===== config.mk =====
export PLATFORM = sky130hd
export DESIGN_NAME = parameter_access_guard
export DESIGN_NICKNAME = d
export VERILOG_FILES = /design/src/inc/guard_pkg.sv /design/src/design/parameter_access_guard.sv
export SDC_FILE = /design/constraint.sdc
export NUM_CORES = 1
export LEC_CHECK = 0
export ABC_AREA = 1
export BUFFER_PORTS_ARGS = -buffer_cell sky130_fd_sc_hd__buf_2
export CAP_MARGIN = 5
export CORE_MARGIN = 1.5
export CORE_UTILIZATION = 40
export DETAILED_ROUTE_END_ITERATION = 16
export PLACE_DENSITY = 0.64
export SYNTH_ARGS = -nofsm -noshare
export SYNTH_HDL_FRONTEND = slang
export SYNTH_SLANG_ARGS = --single-unit

===== constraint.sdc =====
create_clock -name pclk -period 6.8 [get_ports pclk]
set_input_delay 0.34 -clock pclk [delete_from_list [all_inputs] [get_ports pclk]]
set_output_delay 0.34 -clock pclk [all_outputs]
set_load 0.05 [all_outputs]

===== src/inc/guard_pkg.sv =====
// Purpose: constants, types and list lookups for the parameter access guard
// Assumes: parameter numbers and setting values fit in 10 and 14 bits
// Notes: parameter numbers are given in hex, with the decimal number alongside
package guard_pkg;

	typedef logic [9:0] param_t;
	typedef logic [13:0] value_t;

	// request carried from the bus to the decision logic
	typedef struct packed {
		param_t param;
		value_t data;
		logic [1:0] op;
		logic path;
	} req_t;

	// outcome of the last request
	typedef struct packed {
		logic done;
		logic granted;
		logic [3:0] reason;
		value_t rdata;
	} result_t;

	typedef enum logic {LOCK_OPEN, LOCK_SET} lock_state_t;

	// apb map, byte addresses
	localparam logic [7:0] ADDR_REQ_PARAM = 8'h00;
	localparam logic [7:0] ADDR_REQ_DATA = 8'h04;
	localparam logic [7:0] ADDR_REQ_CMD = 8'h08;
	localparam logic [7:0] ADDR_RESULT = 8'h0c;
	localparam logic [7:0] ADDR_WRITE_PROTECT = 8'h10;
	localparam logic [7:0] ADDR_ROTATION = 8'h14;
	localparam logic [7:0] ADDR_VISIBILITY = 8'h18;
	localparam logic [7:0] ADDR_LOCK_LEVEL = 8'h1c;
	localparam logic [7:0] ADDR_LOCK_KEY = 8'h20;
	localparam logic [7:0] ADDR_SOURCE = 8'h24;
	localparam logic [7:0] ADDR_STATUS = 8'h28;

	// field positions
	localparam int CMD_OP_LO = 0;
	localparam int CMD_PATH_BIT = 2;
	localparam int RES_DONE_BIT = 0;
	localparam int RES_GRANT_BIT = 1;
	localparam int RES_REASON_LO = 4;
	localparam int RES_DATA_LO = 16;
	localparam int ST_FWD_BIT = 0;
	localparam int ST_REV_BIT = 1;
	localparam int ST_RUN_BIT = 2;
	localparam int ST_UNIT_BIT = 3;
	localparam int ST_MODE_LO = 4;
	localparam int ST_LOCK_BIT = 8;
	localparam int ST_LOCKOUT_BIT = 9;
	localparam int KEY_ERR_LO = 0;
	localparam int KEY_LOCK_BIT = 8;

	// request operations and paths
	localparam logic [1:0] OP_READ = 2'h0;
	localparam logic [1:0] OP_WRITE = 2'h1;
	localparam logic [1:0] OP_CLEAR = 2'h2;
	localparam logic [1:0] OP_ALL_CLEAR = 2'h3;
	localparam logic PATH_PANEL = 1'b0;
	localparam logic PATH_NETWORK = 1'b1;

	// operation modes on the mode input
	localparam logic [1:0] MODE_PANEL = 2'h0;

	// refusal reasons
	localparam logic [3:0] R_OK = 4'h0;
	localparam logic [3:0] R_PROTECT = 4'h1;
	localparam logic [3:0] R_VISIBLE = 4'h2;
	localparam logic [3:0] R_PASSWORD = 4'h3;
	localparam logic [3:0] R_RANGE = 4'h4;
	localparam logic [3:0] R_RUNNING = 4'h5;
	localparam logic [3:0] R_WRONG_KEY = 4'h6;

	// guard-owned parameter numbers
	localparam param_t P_WRITE_PROTECT = 10'h04d; // 77
	localparam param_t P_ROTATION = 10'h04e; // 78
	localparam param_t P_VISIBILITY = 10'h0a0; // 160
	localparam param_t P_LOCK_LEVEL = 10'h128; // 296
	localparam param_t P_LOCK_KEY = 10'h129; // 297
	localparam param_t P_SOURCE = 10'h227; // 551
	localparam param_t P_CONTRAST = 10'h3df; // 991
	localparam param_t SIMPLE_LAST = 10'h009; // simple set is 0..9 plus 79 and 160, and 15, 16 and 991 with a unit attached

	// setting values
	localparam logic [1:0] WP_STOP_ONLY = 2'h0;
	localparam logic [1:0] WP_LOCKED = 2'h1;
	localparam logic [1:0] WP_ANY = 2'h2;
	localparam logic [1:0] ROT_BOTH = 2'h0;
	localparam logic [1:0] ROT_NO_REV = 2'h1;
	localparam logic [1:0] ROT_NO_FWD = 2'h2;
	localparam value_t VIS_ALL = 14'h0000;
	localparam value_t NONE_VALUE = 14'h270f; // 9999
	localparam value_t KEY_MIN = 14'h03e8; // 1000
	localparam value_t KEY_MAX = 14'h270e; // 9998
	localparam value_t LEVEL_OFFSET = 14'h0064; // 100
	localparam value_t LEVEL_LOW_MAX = 14'h0006;
	localparam value_t LEVEL_COUNT_MIN = 14'h0065; // 101
	localparam value_t LEVEL_COUNT_MAX = 14'h006a; // 106
	localparam value_t SOURCE_NETWORK_SEL = 14'h0002;
	localparam logic [2:0] ERR_LIMIT = 3'h5;

	// writable even under full write protection
	function automatic logic is_write_exempt(input param_t p);
		case (p)
			10'h016, 10'h04b, 10'h04d, 10'h04f: is_write_exempt = 1'b1; // 22 75 77 79
			10'h0a0, 10'h128, 10'h129: is_write_exempt = 1'b1; // 160 296 297
			default: is_write_exempt = 1'b0;
		endcase
	endfunction

	// not writable while the motor runs, even with writes allowed in operation
	function automatic logic is_run_locked(input param_t p);
		case (p)
			10'h017, 10'h028, 10'h030, 10'h03c: is_run_locked = 1'b1; // 23 40 48 60
			10'h042, 10'h047, 10'h04f: is_run_locked = 1'b1; // 66 71 79
			10'h050, 10'h052, 10'h053, 10'h054, 10'h05a, 10'h060: is_run_locked = 1'b1; // 80 82 83 84 90 96
			10'h0b2, 10'h0b3, 10'h0b4, 10'h0b5, 10'h0b6: is_run_locked = 1'b1; // 178..182
			10'h0be, 10'h0c0, 10'h0c5, 10'h105: is_run_locked = 1'b1; // 190 192 197 261
			10'h12a, 10'h1c2, 10'h231: is_run_locked = 1'b1; // 298 450 561
			default: is_run_locked = 1'b0;
		endcase
	endfunction

endpackage


===== src/design/parameter_access_guard.sv =====
// Purpose: decides parameter reads, writes and clears; masks rotation commands
// Assumes: apb master as usual; mode, run and command inputs synchronous to pclk
// Notes: one request at a time via REQ_CMD; decision lands in RESULT
`timescale 1ns/1ps
`default_nettype none

module parameter_access_guard
	import guard_pkg::*;
(
	input wire logic pclk,
	input wire logic presetn,
	input wire logic psel,
	input wire logic penable,
	input wire logic pwrite,
	input wire logic [7:0] paddr,
	input wire logic [31:0] pwdata,
	output logic [31:0] prdata,
	output logic pready,
	output logic pslverr,
	input wire logic motor_running,
	input wire logic [1:0] op_mode,
	input wire logic unit_attached,
	input wire logic panel_fwd_key,
	input wire logic panel_rev_key,
	input wire logic forward_start_input,
	input wire logic reverse_start_input,
	input wire logic comm_fwd_cmd,
	input wire logic comm_rev_cmd,
	output logic run_forward,
	output logic run_reverse
);

	////////////////////////////////////////////////////////////////////////
	// helpers

	// base level 0 (no lock) or 1..6; 101..106 fold onto 1..6
	function automatic logic [2:0] lock_base(input value_t lvl);
		if (lvl >= LEVEL_COUNT_MIN && lvl <= LEVEL_COUNT_MAX)
			lock_base = 3'(lvl - LEVEL_OFFSET);
		else if (lvl != NONE_VALUE && lvl <= LEVEL_LOW_MAX)
			lock_base = 3'(lvl);
		else
			lock_base = 3'h0;
	endfunction

	function automatic logic is_simple(input param_t p, input logic unit);
		is_simple = (p <= SIMPLE_LAST) || (p == 10'h04f) || (p == P_VISIBILITY); // 79 and 160
		if (unit && (p == 10'h00f || p == 10'h010 || p == P_CONTRAST))
			is_simple = 1'b1;
	endfunction

	function automatic logic range_ok(input param_t p, input value_t d);
		case (p)
			P_WRITE_PROTECT: range_ok = d <= value_t'(WP_ANY);
			P_ROTATION: range_ok = d <= value_t'(ROT_NO_FWD);
			P_VISIBILITY: range_ok = (d == VIS_ALL) || (d == NONE_VALUE);
			P_LOCK_LEVEL: range_ok = (d == NONE_VALUE) || (lock_base(d) != 3'h0);
			P_SOURCE: range_ok = d <= NONE_VALUE;
			default: range_ok = 1'b1;
		endcase
	endfunction

	////////////////////////////////////////////////////////////////////////
	// stored state

	logic [1:0] write_protect_select;
	logic [1:0] rotation_inhibit_select;
	value_t visibility_select;
	value_t lock_level;
	value_t panel_command_source_select;
	value_t lock_key;
	logic [2:0] err_count;
	lock_state_t lock_state;
	param_t req_param;
	value_t req_data;
	result_t result;

	logic apb_done;
	logic cmd_fire;
	req_t req;
	logic [2:0] lvl;
	logic locked;
	logic lockout;
	value_t key_readback;
	logic pw_read_block;
	logic pw_write_block;
	logic vis_hidden;
	logic wp_ok;
	logic needs_vis0;
	result_t next_result;
	logic wr_setting;
	logic do_register;
	logic do_unlock;
	logic do_err;
	logic do_all_clear;

	assign apb_done = psel && penable && pready;
	assign cmd_fire = apb_done && pwrite && (paddr == ADDR_REQ_CMD);
	assign req = '{param: req_param, data: req_data,
		op: pwdata[CMD_OP_LO +: 2], path: pwdata[CMD_PATH_BIT]};

	assign lvl = lock_base(lock_level);
	assign locked = (lock_state == LOCK_SET);
	assign lockout = locked && (lock_level >= LEVEL_COUNT_MIN) && (err_count == ERR_LIMIT);

	// key read value: count while counting levels are locked, else 0 or none
	always_comb
	begin
		if (lock_level == NONE_VALUE || !locked)
			key_readback = NONE_VALUE;
		else if (lock_level >= LEVEL_COUNT_MIN)
			key_readback = value_t'(err_count);
		else
			key_readback = '0;
	end

	////////////////////////////////////////////////////////////////////////
	// password table, per path; only applies once a key is registered

	always_comb
	begin
		pw_read_block = 1'b0;
		pw_write_block = 1'b0;
		case (lvl)
			3'h1: pw_write_block = 1'b1;
			3'h2: pw_write_block = (req.path == PATH_PANEL);
			3'h3: pw_write_block = (req.path == PATH_NETWORK);
			3'h4:
			begin
				pw_read_block = 1'b1;
				pw_write_block = 1'b1;
			end
			3'h5:
			begin
				pw_read_block = (req.path == PATH_PANEL);
				pw_write_block = (req.path == PATH_PANEL);
			end
			3'h6:
			begin
				pw_read_block = (req.path == PATH_NETWORK);
				pw_write_block = (req.path == PATH_NETWORK);
			end
			default:
			begin
				pw_read_block = 1'b0;
				pw_write_block = 1'b0;
			end
		endcase
		// contrast stays reachable on an attached unit despite the lock
		if (!locked || (unit_attached && req.param == P_CONTRAST))
		begin
			pw_read_block = 1'b0;
			pw_write_block = 1'b0;
		end
	end

	////////////////////////////////////////////////////////////////////////
	// visibility and write-protect gates

	// network reads see everything unless the panel source is the network
	assign vis_hidden = (visibility_select == NONE_VALUE) && !is_simple(req.param, unit_attached)
		&& ((req.path == PATH_PANEL)
		|| (panel_command_source_select == SOURCE_NETWORK_SEL));

	// write-protect and rotation writes need the full view; lock level only while it is none and unlocked
	assign needs_vis0 = (req.param == P_WRITE_PROTECT) || (req.param == P_ROTATION)
		|| (req.param == P_LOCK_LEVEL && lock_level == NONE_VALUE && !locked);

	always_comb
	begin
		wp_ok = 1'b0;
		if (req.param == P_WRITE_PROTECT || req.param == P_VISIBILITY
			|| req.param == P_LOCK_LEVEL || req.param == P_LOCK_KEY)
			wp_ok = 1'b1;
		else
			case (write_protect_select)
				WP_STOP_ONLY: wp_ok = (op_mode == MODE_PANEL) && !motor_running;
				WP_LOCKED: wp_ok = is_write_exempt(req.param);
				WP_ANY: wp_ok = !(motor_running && is_run_locked(req.param));
				default: wp_ok = 1'b0;
			endcase
	end

	////////////////////////////////////////////////////////////////////////
	// decision; visibility first, then protection, then password, then range

	always_comb
	begin
		next_result = '{done: 1'b1, granted: 1'b0, reason: R_OK, rdata: '0};
		wr_setting = 1'b0;
		do_register = 1'b0;
		do_unlock = 1'b0;
		do_err = 1'b0;
		do_all_clear = 1'b0;
		case (req.op)
			OP_READ:
			begin
				if (vis_hidden)
					next_result.reason = R_VISIBLE;
				else if (pw_read_block)
					next_result.reason = R_PASSWORD;
				else
				begin
					next_result.granted = 1'b1;
					case (req.param)
						P_WRITE_PROTECT: next_result.rdata = value_t'(write_protect_select);
						P_ROTATION: next_result.rdata = value_t'(rotation_inhibit_select);
						P_VISIBILITY: next_result.rdata = visibility_select;
						P_LOCK_LEVEL: next_result.rdata = lock_level;
						P_LOCK_KEY: next_result.rdata = key_readback;
						P_SOURCE: next_result.rdata = panel_command_source_select;
						default: next_result.rdata = '0;
					endcase
				end
			end
			OP_WRITE:
			begin
				// a set lock level keeps the key enterable whatever the view
				if ((vis_hidden && !(req.param == P_LOCK_KEY && lock_level != NONE_VALUE))
					|| (needs_vis0 && visibility_select != VIS_ALL))
					next_result.reason = R_VISIBLE;
				else if (!wp_ok)
					next_result.reason = motor_running ? R_RUNNING : R_PROTECT;
				else if (req.param == P_LOCK_KEY)
				begin
					if (lock_level == NONE_VALUE)
						next_result.reason = R_PROTECT;
					else if (!locked)
					begin
						if (req.data >= KEY_MIN && req.data <= KEY_MAX)
						begin
							next_result.granted = 1'b1;
							do_register = 1'b1;
						end
						else
							next_result.reason = R_RANGE;
					end
					else if (req.data == lock_key && !lockout)
					begin
						next_result.granted = 1'b1;
						do_unlock = 1'b1;
					end
					else
					begin
						next_result.reason = R_WRONG_KEY;
						do_err = (lock_level >= LEVEL_COUNT_MIN) && (err_count != ERR_LIMIT);
					end
				end
				else if (pw_write_block || (locked && req.param == P_LOCK_LEVEL))
					next_result.reason = R_PASSWORD;
				else if (!range_ok(req.param, req.data))
					next_result.reason = R_RANGE;
				else
				begin
					next_result.granted = 1'b1;
					wr_setting = 1'b1;
				end
			end
			OP_CLEAR:
			begin
				if (write_protect_select == WP_LOCKED)
					next_result.reason = R_PROTECT;
				else if (locked)
					next_result.reason = R_PASSWORD;
				else
					next_result.granted = 1'b1;
			end
			OP_ALL_CLEAR:
			begin
				if (write_protect_select == WP_LOCKED)
					next_result.reason = R_PROTECT;
				else if (motor_running)
					next_result.reason = R_RUNNING;
				else
				begin
					next_result.granted = 1'b1;
					do_all_clear = 1'b1;
				end
			end
			default: next_result.reason = R_PROTECT;
		endcase
	end

	////////////////////////////////////////////////////////////////////////
	// settings; an all-clear returns every one to its initial value

	always_ff @(posedge pclk or negedge presetn)
	begin
		if (!presetn)
		begin
			write_protect_select <= WP_STOP_ONLY;
			rotation_inhibit_select <= ROT_BOTH;
			visibility_select <= VIS_ALL;
			lock_level <= NONE_VALUE;
			panel_command_source_select <= NONE_VALUE;
		end
		else if (cmd_fire && do_all_clear)
		begin
			write_protect_select <= WP_STOP_ONLY;
			rotation_inhibit_select <= ROT_BOTH;
			visibility_select <= VIS_ALL;
			lock_level <= NONE_VALUE;
			panel_command_source_select <= NONE_VALUE;
		end
		else if (cmd_fire && wr_setting)
		begin
			case (req.param)
				P_WRITE_PROTECT: write_protect_select <= req.data[1:0];
				P_ROTATION: rotation_inhibit_select <= req.data[1:0];
				P_VISIBILITY: visibility_select <= req.data;
				P_LOCK_LEVEL: lock_level <= req.data;
				P_SOURCE: panel_command_source_select <= req.data;
				default: lock_level <= lock_level;
			endcase
		end
	end

	// lock key, state and error counter
	always_ff @(posedge pclk or negedge presetn)
	begin
		if (!presetn)
		begin
			lock_state <= LOCK_OPEN;
			lock_key <= NONE_VALUE;
			err_count <= '0;
		end
		else if (cmd_fire && (do_all_clear || do_unlock))
		begin
			lock_state <= LOCK_OPEN;
			lock_key <= NONE_VALUE;
			err_count <= '0;
		end
		else if (cmd_fire && do_register)
		begin
			lock_state <= LOCK_SET;
			lock_key <= req.data;
			err_count <= '0;
		end
		else if (cmd_fire && do_err)
			err_count <= 3'(err_count + 3'h1);
	end

	// request staging and outcome
	always_ff @(posedge pclk or negedge presetn)
	begin
		if (!presetn)
		begin
			req_param <= '0;
			req_data <= '0;
			result <= '0;
		end
		else if (apb_done && pwrite)
		begin
			if (paddr == ADDR_REQ_PARAM)
				req_param <= pwdata[9:0];
			if (paddr == ADDR_REQ_DATA)
				req_data <= pwdata[13:0];
			if (cmd_fire)
				result <= next_result;
		end
	end

	////////////////////////////////////////////////////////////////////////
	// apb slave: answer prepared in setup, so every access takes one wait-free beat

	always_ff @(posedge pclk or negedge presetn)
	begin
		if (!presetn)
		begin
			pready <= 1'b0;
			prdata <= '0;
			pslverr <= 1'b0;
		end
		else
		begin
			pready <= psel && !penable;
			prdata <= '0;
			pslverr <= 1'b0;
			if (psel && !penable)
			begin
				case (paddr)
					ADDR_REQ_PARAM: prdata <= 32'(req_param);
					ADDR_REQ_DATA: prdata <= 32'(req_data);
					ADDR_REQ_CMD: prdata <= '0; // write-only trigger
					ADDR_RESULT:
					begin
						prdata[RES_DONE_BIT] <= result.done;
						prdata[RES_GRANT_BIT] <= result.granted;
						prdata[RES_REASON_LO +: 4] <= result.reason;
						prdata[RES_DATA_LO +: 14] <= result.rdata;
						pslverr <= pwrite;
					end
					ADDR_WRITE_PROTECT:
					begin
						prdata <= 32'(write_protect_select);
						pslverr <= pwrite;
					end
					ADDR_ROTATION:
					begin
						prdata <= 32'(rotation_inhibit_select);
						pslverr <= pwrite;
					end
					ADDR_VISIBILITY:
					begin
						prdata <= 32'(visibility_select);
						pslverr <= pwrite;
					end
					ADDR_LOCK_LEVEL:
					begin
						prdata <= 32'(lock_level);
						pslverr <= pwrite;
					end
					ADDR_LOCK_KEY:
					begin
						// the key value itself is never readable
						prdata[KEY_ERR_LO +: 3] <= err_count;
						prdata[KEY_LOCK_BIT] <= locked;
						pslverr <= pwrite;
					end
					ADDR_SOURCE:
					begin
						prdata <= 32'(panel_command_source_select);
						pslverr <= pwrite;
					end
					ADDR_STATUS:
					begin
						prdata[ST_FWD_BIT] <= run_forward;
						prdata[ST_REV_BIT] <= run_reverse;
						prdata[ST_RUN_BIT] <= motor_running;
						prdata[ST_UNIT_BIT] <= unit_attached;
						prdata[ST_MODE_LO +: 2] <= op_mode;
						prdata[ST_LOCK_BIT] <= locked;
						prdata[ST_LOCKOUT_BIT] <= lockout;
						pslverr <= pwrite;
					end
					default: pslverr <= 1'b1;
				endcase
			end
		end
	end

	////////////////////////////////////////////////////////////////////////
	// rotation masking over every command source, one cycle of latency

	always_ff @(posedge pclk or negedge presetn)
	begin
		if (!presetn)
		begin
			run_forward <= 1'b0;
			run_reverse <= 1'b0;
		end
		else
		begin
			run_forward <= (panel_fwd_key || forward_start_input || comm_fwd_cmd)
				&& (rotation_inhibit_select != ROT_NO_FWD);
			run_reverse <= (panel_rev_key || reverse_start_input || comm_rev_cmd)
				&& (rotation_inhibit_select != ROT_NO_REV);
		end
	end

endmodule

`default_nettype wire


## Word level (Yosys, flattened, before mapping)

Index checks and enable logic that the tools add are counted.

- Bits in registers: 144
- Bits in latches: 0
- Bits in writable memories: 0
- Memory bits (read-only): 0
- Logic and storage cells: 316
- Memories: 0

- Add/sub/neg operators: 3
- Multiply operators: 0
- Divide/modulo/power cells: 0
- Magnitude comparators: 11
- Equal/unequal tests: 68
- Shifts and indexed selects: 0
- Mux-type cells: 121
- Bitwise logic cells: 1
- Reduce and logical (&&, ||, !) cells: 93

Operators with widths:

| operator | count |
|---|---|
| 14-bit two-way mux | 16 |
| 10-bit by 7-bit == test with 1-bit output, second input constant | 12 |
| 10-bit by 8-bit == test with 1-bit output, second input constant | 9 |
| 14-bit one-hot mux with 6 select lines | 1 |
| 3-bit two-way mux | 21 |
| 1-bit two-way mux | 53 |
| 10-bit by 9-bit == test with 1-bit output, second input constant | 5 |
| 14-bit == test, second input constant | 3 |
| 1-bit logical AND | 33 |
| 8-bit by 5-bit == test with 1-bit output, second input constant | 4 |
| 10-bit == test, second input constant | 3 |
| 10-bit by 5-bit == test with 1-bit output, second input constant | 3 |
| 10-bit by 6-bit == test with 1-bit output, second input constant | 3 |
| 30-bit two-way mux | 1 |
| 14-bit by 7-bit greater-or-equal comparator with 1-bit output, second input constant | 2 |
| 14-bit <= comparator, second input constant | 2 |
| 14-bit by 3-bit <= comparator with 1-bit output, second input constant | 2 |
| 14-bit by 7-bit <= comparator with 1-bit output, second input constant | 2 |
| 14-bit inequality test, second input constant | 2 |
| 25-bit OR reduction | 1 |
| 8-bit by 6-bit == test with 1-bit output, second input constant | 3 |
| 1-bit logical OR | 21 |
| 2-bit two-way mux | 10 |
| 2-bit one-hot mux with 10 select lines | 1 |
| 42 further kinds | 84 |

## Depth between registers and ports, before layout

Gate-level depths: netlist of run 1.

- Depth in word-level cells: 31
- Mapped depth: 20
- Mapped depth without buffers: 20

## Worst setup path before layout of run 1

No wires, ideal clock.

- Kind: reg2reg
- Start: register req_param[4]
- End: register visibility_select[5]
- Setup time: 0.118 ns
- Arrival: 2.070 ns
- Setup slack: 4.612 ns
- Stages on the path, launching flop included: 16
- Buffers on the path: 1
- Period minus slack after synthesis: 2.188 ns
- Cell sequence: dfrtp_1 -> inv_1 -> nand2_2 -> nor2_4 -> inv_2 -> nor4b_4 -> nand2_2 -> nand3_2 -> nand2_4 -> nor2_4 -> nand3_2 -> nor2_4 -> buf_8 -> nand2_8 -> nand2_8 -> nor2_2

- Word-level cells in the longest chain between the ends: 17

RTL lines:

| item | line | source |
|---|---|---|
| start: declaration | parameter_access_guard.sv:74 | `param_t req_param;` |
| start signal: assignment | parameter_access_guard.sv:355 | `req_param <= pwdata[9:0];` |
| 10-bit by 7-bit == test with 1-bit output (on tied branches) | - |  |
| 2-bit OR reduction (no source line) | - |  |
| 1-bit one-hot mux with 4 select lines | parameter_access_guard.sv:53 | `case (p)` |
| 1-bit two-way mux | parameter_access_guard.sv:249 | `else if (pw_write_block \|\| (locked && req.param == P_LOCK_LEVEL))` |
| 1-bit two-way mux | parameter_access_guard.sv:224 | `else if (req.param == P_LOCK_KEY)` |
| 1-bit two-way mux | parameter_access_guard.sv:222 | `else if (!wp_ok)` |
| 1-bit two-way mux | parameter_access_guard.sv:219 | `if ((vis_hidden && !(req.param == P_LOCK_KEY && lock_level != NONE_VALUE))` |
| 1-bit two-way mux | parameter_access_guard.sv:195 | `case (req.op)` |
| 1-bit two-way mux | parameter_access_guard.sv:251 | `else if (!range_ok(req.param, req.data))` |
| 1-bit two-way mux | parameter_access_guard.sv:249 |  |
| 1-bit two-way mux | parameter_access_guard.sv:224 |  |
| 1-bit two-way mux | parameter_access_guard.sv:222 |  |
| 1-bit two-way mux | parameter_access_guard.sv:219 |  |
| 1-bit two-way mux | parameter_access_guard.sv:195 |  |
| 1-bit logical AND | parameter_access_guard.sv:305 | `else if (cmd_fire && wr_setting)` |
| 2-bit nonzero test (no source line) | - |  |
| 2-bit AND reduction (no source line) * | - |  |
| end signal: assignment | parameter_access_guard.sv:310 | `P_VISIBILITY: visibility_select <= req.data;` |
| end: declaration | parameter_access_guard.sv:68 | `value_t visibility_select;` |

Mark *: on every way between the ends. The rest lies on a longest branch, timed or not. The select of a mux whose other input is x is not followed.
A chain may end at the register's enable or synchronous reset.

## Final worst setup path of run 1

- Start: register req_param[2]
- End: register lock_level[1]

- Word-level cells in the longest chain between the ends: 17

RTL lines:

| item | line | source |
|---|---|---|
| 10-bit by 7-bit == test with 1-bit output (on tied branches) | - |  |
| 2-bit OR reduction (no source line) | - |  |
| 1-bit one-hot mux with 4 select lines | parameter_access_guard.sv:53 |  |
| 1-bit two-way mux | parameter_access_guard.sv:249 |  |
| 1-bit two-way mux | parameter_access_guard.sv:224 |  |
| 1-bit two-way mux | parameter_access_guard.sv:222 |  |
| 1-bit two-way mux | parameter_access_guard.sv:219 |  |
| 1-bit two-way mux | parameter_access_guard.sv:195 |  |
| 1-bit two-way mux | parameter_access_guard.sv:251 |  |
| 1-bit two-way mux | parameter_access_guard.sv:249 |  |
| 1-bit two-way mux | parameter_access_guard.sv:224 |  |
| 1-bit two-way mux | parameter_access_guard.sv:222 |  |
| 1-bit two-way mux | parameter_access_guard.sv:219 |  |
| 1-bit two-way mux | parameter_access_guard.sv:195 |  |
| 1-bit logical AND | parameter_access_guard.sv:305 |  |
| 2-bit nonzero test (no source line) | - |  |
| 2-bit AND reduction (no source line) * | - |  |
| end signal: assignment | parameter_access_guard.sv:311 | `P_LOCK_LEVEL: lock_level <= req.data;` |
| end signal: assignment | parameter_access_guard.sv:313 | `default: lock_level <= lock_level;` |
| end: declaration | parameter_access_guard.sv:69 | `value_t lock_level;` |

Marked as above.

==> results of run 1 <==
## Yosys cell counts (2+ instances only)
master | instances | area share
a211oi_1 | 2 | 0.0018
buf_2 | 10 | 0.0058
o22ai_1 | 40 | 0.029
dfrtp_1 | 115 | 0.34
a31oi_1 | 8 | 0.0058
nor2_4 | 5 | 0.0066
nand2_1 | 261 | 0.11
o31ai_1 | 2 | 0.0018
buf_6 | 5 | 0.0066
a21oi_1 | 41 | 0.024
buf_4 | 6 | 0.0053
a221oi_1 | 12 | 0.012
dfstp_2 | 24 | 0.074
inv_2 | 12 | 0.0053
nor4_1 | 5 | 0.0037
nor2_2 | 9 | 0.0066
o21ai_2 | 2 | 0.0020
o21ai_1 | 13 | 0.0076
clkbuf_1 | 18 | 0.0079
xor2_1 | 3 | 0.0031
nand2_2 | 7 | 0.0051
or2_2 | 4 | 0.0029
o221ai_1 | 5 | 0.0051
nand2_4 | 3 | 0.0039
nand2_8 | 2 | 0.0047
ha_1 | 2 | 0.0029
nand4_1 | 41 | 0.030
nand3_1 | 81 | 0.047
nand3_2 | 25 | 0.029
o2111ai_1 | 4 | 0.0041
nor2_1 | 133 | 0.058
a2111oi_0 | 3 | 0.0031
inv_1 | 171 | 0.075
nor3_1 | 42 | 0.025
o21ai_0 | 44 | 0.026
xnor2_1 | 3 | 0.0031
nand4_2 | 2 | 0.0029
## per-stage QoR
step	total power [mW]	area, µm²	setup slack [ns]	util
2_1_floorplan	0.880	8570	4.61	-
4_1_cts	1.84	9640	3.24	0.459
6_report	1.84	9640	3.12	0.459
3_5_place_dp	0.920	9050	3.25	0.431
5_1_grt	1.89	9640	2.90	0.459
3_3_place_gp	0.919	9050	3.28	0.431
## cells by family (layout without fill, tap and decap cells)
group                      after synthesis  after routing  synth area share
buffers and inverters                  224            288             0.108
DFF                                    139            139             0.410
other                                    1              4          0.000438
xor gates and xnor gates                 6              6           0.00614
adders and majority gates                2              2           0.00292
AOI/OAI and AO/OA                      181            181             0.127
and+or+nand+nor                        623            623             0.345
## power by group
group | switching [mW] | internal (mW)
clock network | 0.391 | 0.540
logic | 0.0543 | 0.0171
registers | 0.00284 | 0.831
## layer usage
metal	global-route usage	share of wire
met4	0.123	0.038
met3	0.0495	0.084
met1	0.388	0.45
met5	0	0
met2	0.403	0.43
## critical path, cell delays in order, from the launching register on
cell	delay [ns]
dfrtp_1	0.42
inv_2	0.15
nand2_1	0.18
nor2_1	0.22
nand3_2	0.31
inv_2	0.47
nand2_1	0.10
nand2_1	0.16
nand2_1	0.09
a21oi_1	0.22
nand3_2	0.18
nor2_4	0.60
nand4_1	0.28
nand2_1	0.14
inv_1	0.05
## layout by cell type (no fill, tap or decap), types with 13 or more instances in the layout
cell type	instances
a21oi_1	41
buf_2	67
clkbuf_16	17
dfrtp_1	115
dfstp_2	24
inv_1	171
nand2_1	260
nand3_1	81
nand3_2	25
nand4_1	41
nor2_1	133
nor3_1	42
o21ai_0	44
o21ai_1	13
o22ai_1	40
## flip-flops by register name (all words and copies together) (netlist names)
signal / cells
err_count: 3
lock_key: 14
lock_level: 14
lock_state: 1
panel_command_source_select: 14
prdata: 28
pready: 1
pslverr: 1
req_data: 14
req_param: 10
result: 19
rotation_inhibit_select: 2
run_forward: 1
run_reverse: 1
visibility_select: 14
write_protect_select: 2
## layout make-up
| class | instances | area share |
|---|---|---|
| clock inverter | 10 | 0.0109 |
| timing repair buffer | 73 | 0.0401 |
| tap | 275 | 0.0357 |
| inverter | 183 | 0.0712 |
| sequential | 139 | 0.364 |
| clock buffer | 22 | 0.0492 |
| multi-input combinational | 816 | 0.429 |
## worst paths after layout
path | startpoint | end | slack [ns]
worst max-delay path | req_param[2] | lock_level[1] | 3.12
worst min-delay path | pwdata[12] | req_data[12] | 0.16
worst max register to register | req_param[2] | lock_level[1] | 3.12
worst min register to register | lock_key[9] | lock_key[9] | 0.47
max in group asynchronous | presetn | write_protect_select[0] | 5.01
min in group asynchronous | presetn | result[18] | 0.53
==> metrics.txt, run 1 <==
Pwr Density=190 nW/µm²; Setup CP Type=register to register; worst reg2reg path depth=14; multi-input logic area=4140 µm²; Post-CTS Hold Buffers=1; sequential fraction of the synthesis area=0.410; Final setup viols=0; layout cells sized above 1=0.161; RSZ-0062 raised after global routing=false; DRT iter0 DRCs=809; CTS H-tree depth=4; die height=149 µm; number of enable flip-flop cells after synthesis=0; startpoint class of the critical path=register; DPL Wire Length=22100 µm; outcome=completed; Synth Cell Area=8560 µm²; Starting Density=0.407; I/O Buffers=68; Crit path required time=7.16 ns; root buffer cell=clkbuf_16; Rel. slew slack=0.358; max-cap viol count=0; antenna-violating nets left=0; CTS sink cnt=139; Chip Width=149 µm; antenna cells=0; Min-Delay Path Depth=3; Pre-antenna DRT Iters=5; synthesis-to-finish area growth=12.7%; syn_area_per_cell=7.28 µm²; Post-synth top flop=dfrtp_1; worst-path fanout max=20; clk_skew=0.0113 ns; post-route DRC violation count=0; Row Count=53; deepest clock path buffer count=2; Total Neg Setup Slack=0 ns; synth unique cells=48; period utilization=0.541; DR vias/cell=5.56; CP endpoint kind=register; Final Hold Fails=0; global-route wire length before repair=45600 µm; clk_lat worst skew=0.43 ns; Syn Inst Count=1176; Hold/Removal Path Class=primary input to register; setup bufs post-CTS=0; filler cell count=2160; crit path DAT=4.03 ns; Seq cells post-synth=139; CTS tree=yes; final wirelength=29300 µm; global placement routability congestion=1.00; Slew @ Worst Pin=0.939 ns; Post-CTS Resized=0; global-route usage over all layers=0.273; total CTS buffers=17; clk slew on worst S/H paths=0.06 ns; Slew Viols, Final=0; Die Area=22300 µm²; fmax=0.272 GHz; storage element area=3510 µm²; non-filler cells, final=1518; core area=21000 µm²; initial antenna violation count=0; Peak VDD IR=0.000141 V; DR WL/cell=19.3 µm; vias in the first global route=7893; worst hold margin=0.162 ns; Top Ports=91; Leak=4.93 nW; final critical-path required period=3.68 ns; dpl cells=1485; GR Overflow Total=0; final net count=1287; DR vias=8434; Async SR Flop Fraction=1.00; largest net degree at the start of global routing=84; synth warn=0
No activity file was read; power rests on OpenSTA's default activity.
==> run 2, diff against run 1 <==
ABC_AREA = 0   (was 1)
PLACE_DENSITY = 0.66   (was 0.64)
clock period = 3 ns   (was 6.8 ns; I/O delays follow)
==> metrics.txt, run 2 <==
clk_skew=0.0126 ns; most instantiated cells after synthesis=dfrtp_1 (115), nand2_1 (82), nor2_1 (55); top-area cell type share of the netlist area=0.368; antenna cells=0; crit path DAT=3.31 ns; Hold Crit Start=pwrite; I/O Buffers=68; core area=19000 µm²; dpl cells=1176; post-route DRC violation count=0; clk_lat worst skew=0.43 ns; Top Ports=91; most frequent CP cell=or4_4; DPL Wire Length=19800 µm; crit path from=visibility_select[11]; RSZ-0062 raised after global routing=true; setup ws final=-0.0122 ns; Leak=4.56 nW; worst slack at placement=-0.0576 ns; Pre-antenna DRT Iters=9; final net count=1009; synth warn=0; Slew Viols, Final=0; Pwr Density=424 nW/µm²; fmax=0.332 GHz; number of enable flip-flop cells after synthesis=0; commonest non-fill, non-tap cell in the layout=dfrtp_1; outcome=complete, but fails checks; DR vias/cell=6.15; period utilization=1.00; synthesis-to-finish area growth=26.0%; final wirelength=27000 µm; Synth Cell Area=7830 µm²; critical path, cell by cell=or4_4, or4_4, or4_1, a21o_1, o2111a_1, buf_4, nand4_1, mux2i_1, nor2_1; DRT iter0 DRCs=1097; Slew @ Worst Pin=0.721 ns; Row Count=50; CTS sink cnt=139; root buffer cell=clkbuf_16; worst-path fanout max=2; CTS tree=yes; Syn Inst Count=816; global placement routability congestion=0.957; Largest regs=prdata: 28 flops, result: 19 flops; slowest CP cell=or4_4; Post-synth top flop=dfrtp_1; failing checks=negative setup slack; max-cap viol count=0; sequential fraction of the synthesis area=0.448; Final setup viols=1; Peak VDD IR=0.000411 V; synth unique cells=81; Tot Pwr=4.19 mW; CP endpoint kind=register; most frequent cells in the layout=dfrtp_1 (115), buf_4 (92), nand2_1 (82); deepest clock path buffer count=2; Synth area leaders=dfrtp_1 (37%), dfstp_2 (8.1%), nand2_1 (3.9%), mux2i_1 (3.7%), mux2_2 (3.5%); DR WL/cell=22.1 µm; Starting Density=0.413; non-filler cells, final=1225; largest reg by FF count=prdata; antenna-violating nets left=0; Largest register FFs=28; Hold/Removal Path Class=primary input to register; Rel. slew slack=0.519; final critical-path required period=3.01 ns; Setup CP Type=register to register; most common cell in the netlist=dfrtp_1; R2R Setup Slk=-0.01 ns; largest net degree at the start of global routing=77; Seq cells post-synth=139; CTS H-tree depth=4; Final Hold Fails=0; Die Area=20400 µm²; syn_area_per_cell=9.60 µm²; top cell type by total area after synthesis=dfrtp_1; total CTS buffers=17; Async SR Flop Fraction=1.00; Chip Width=143 µm; CP max stage delay=0.55 ns; clk slew on worst S/H paths=0.07 ns; vias in the first global route=7164; Worst R2R Start=visibility_select[11]; initial antenna violation count=1; global-route usage over all layers=0.272; global-route wire length before repair=41500 µm; GR Overflow Total=0; die height=143 µm; DR vias=7532; startpoint class of the critical path=register; Crit path required time=3.30 ns; layout cells sized above 1=0.294
==> run 2: cell type report <==
type | instances | area, µm²
clock buffers | 18 | 439
clock inverters | 14 | 151
fillers | 1735 | 9090
inverters | 12 | 45.0
multi-input cells | 601 | 4100
flip-flops and latches | 139 | 3510
well taps | 260 | 325
repair buffers | 181 | 1300
==> run 2: cells by family after synthesis <==
| group | count (synthesis) | share of synthesized area |
|---|---|---|
| AOI/OAI and AO/OA | 209 | 0.192 |
| xor gates and xnor gates | 19 | 0.0213 |
| adders and majority gates | 2 | 0.00320 |
| buffers and inverters | 79 | 0.0430 |
| DFF | 139 | 0.448 |
| muxes | 53 | 0.0716 |
| other | 1 | 0.000479 |
| and+or+nand+nor | 314 | 0.221 |
==> run 2: path summary, 6_finish.rpt <==
| kind | to | depth (start not counted) |
|---|---|---|
| min reg2reg | result[10] | 2 |
| min | pslverr | 3 |
| max | write_protect_select[1] | 9 |
| max in group asynchronous | lock_key[13] | 3 |
| max reg2reg | write_protect_select[1] | 9 |
| min in group asynchronous | lock_level[12] | 2 |
==> run 2: critical path, delay by kind of cell, from the launching register on <==
| kind | cells | cell delay (ns) |
|---|---|---|
| and+or+nand+nor | 5 | 1.68 |
| AOI/OAI and AO/OA | 2 | 0.46 |
| DFF | 1 | 0.37 |
| muxes | 1 | 0.23 |
| buffers and inverters | 1 | 0.14 |
==> run 2: layer usage <==
metal / track usage / part of all wire
met5: 0 / 0.00055
met4: 0.114 / 0.032
met3: 0.0577 / 0.084
met2: 0.433 / 0.47
met1: 0.359 / 0.41
==> run 2: timing repair <==
action	CTS	global route
hold buffers	15	1
hold endpoints to repair	80	1
pin swaps	2	4
gates resized for setup	3	17
setup endpoints to repair	17	48
setup buffers	0	1
==> run 2: power breakdown <==
| part | leakage (nW) | total, mW | switching (mW) | internal, mW |
|---|---|---|---|---|
| clock network | 0.285 | 2.11 | 0.917 | 1.20 |
| registers | 1.84 | 1.89 | 0.00435 | 1.88 |
| logic | 2.44 | 0.187 | 0.124 | 0.0622 |
| total | 4.56 | 4.19 | 1.05 | 3.14 |
==> run 2: per-stage QoR <==
| step | util | hold WS, ns | TNS, ns | instance area (µm²) |
|---|---|---|---|---|
| 6_report | 0.520 | 0.0432 | -0.0122 | 9860 |
| 5_1_grt | 0.520 | 0.0525 | -0.704 | 9860 |
| 4_1_cts | 0.516 | 0.000437 | 0 | 9780 |
| 3_5_place_dp | 0.476 | 0.229 | -0.108 | 9020 |
| 3_3_place_gp | 0.476 | 0.229 | -0.0850 | 9020 |
| 2_1_floorplan | - | -0.146 | 0 | 7840 |
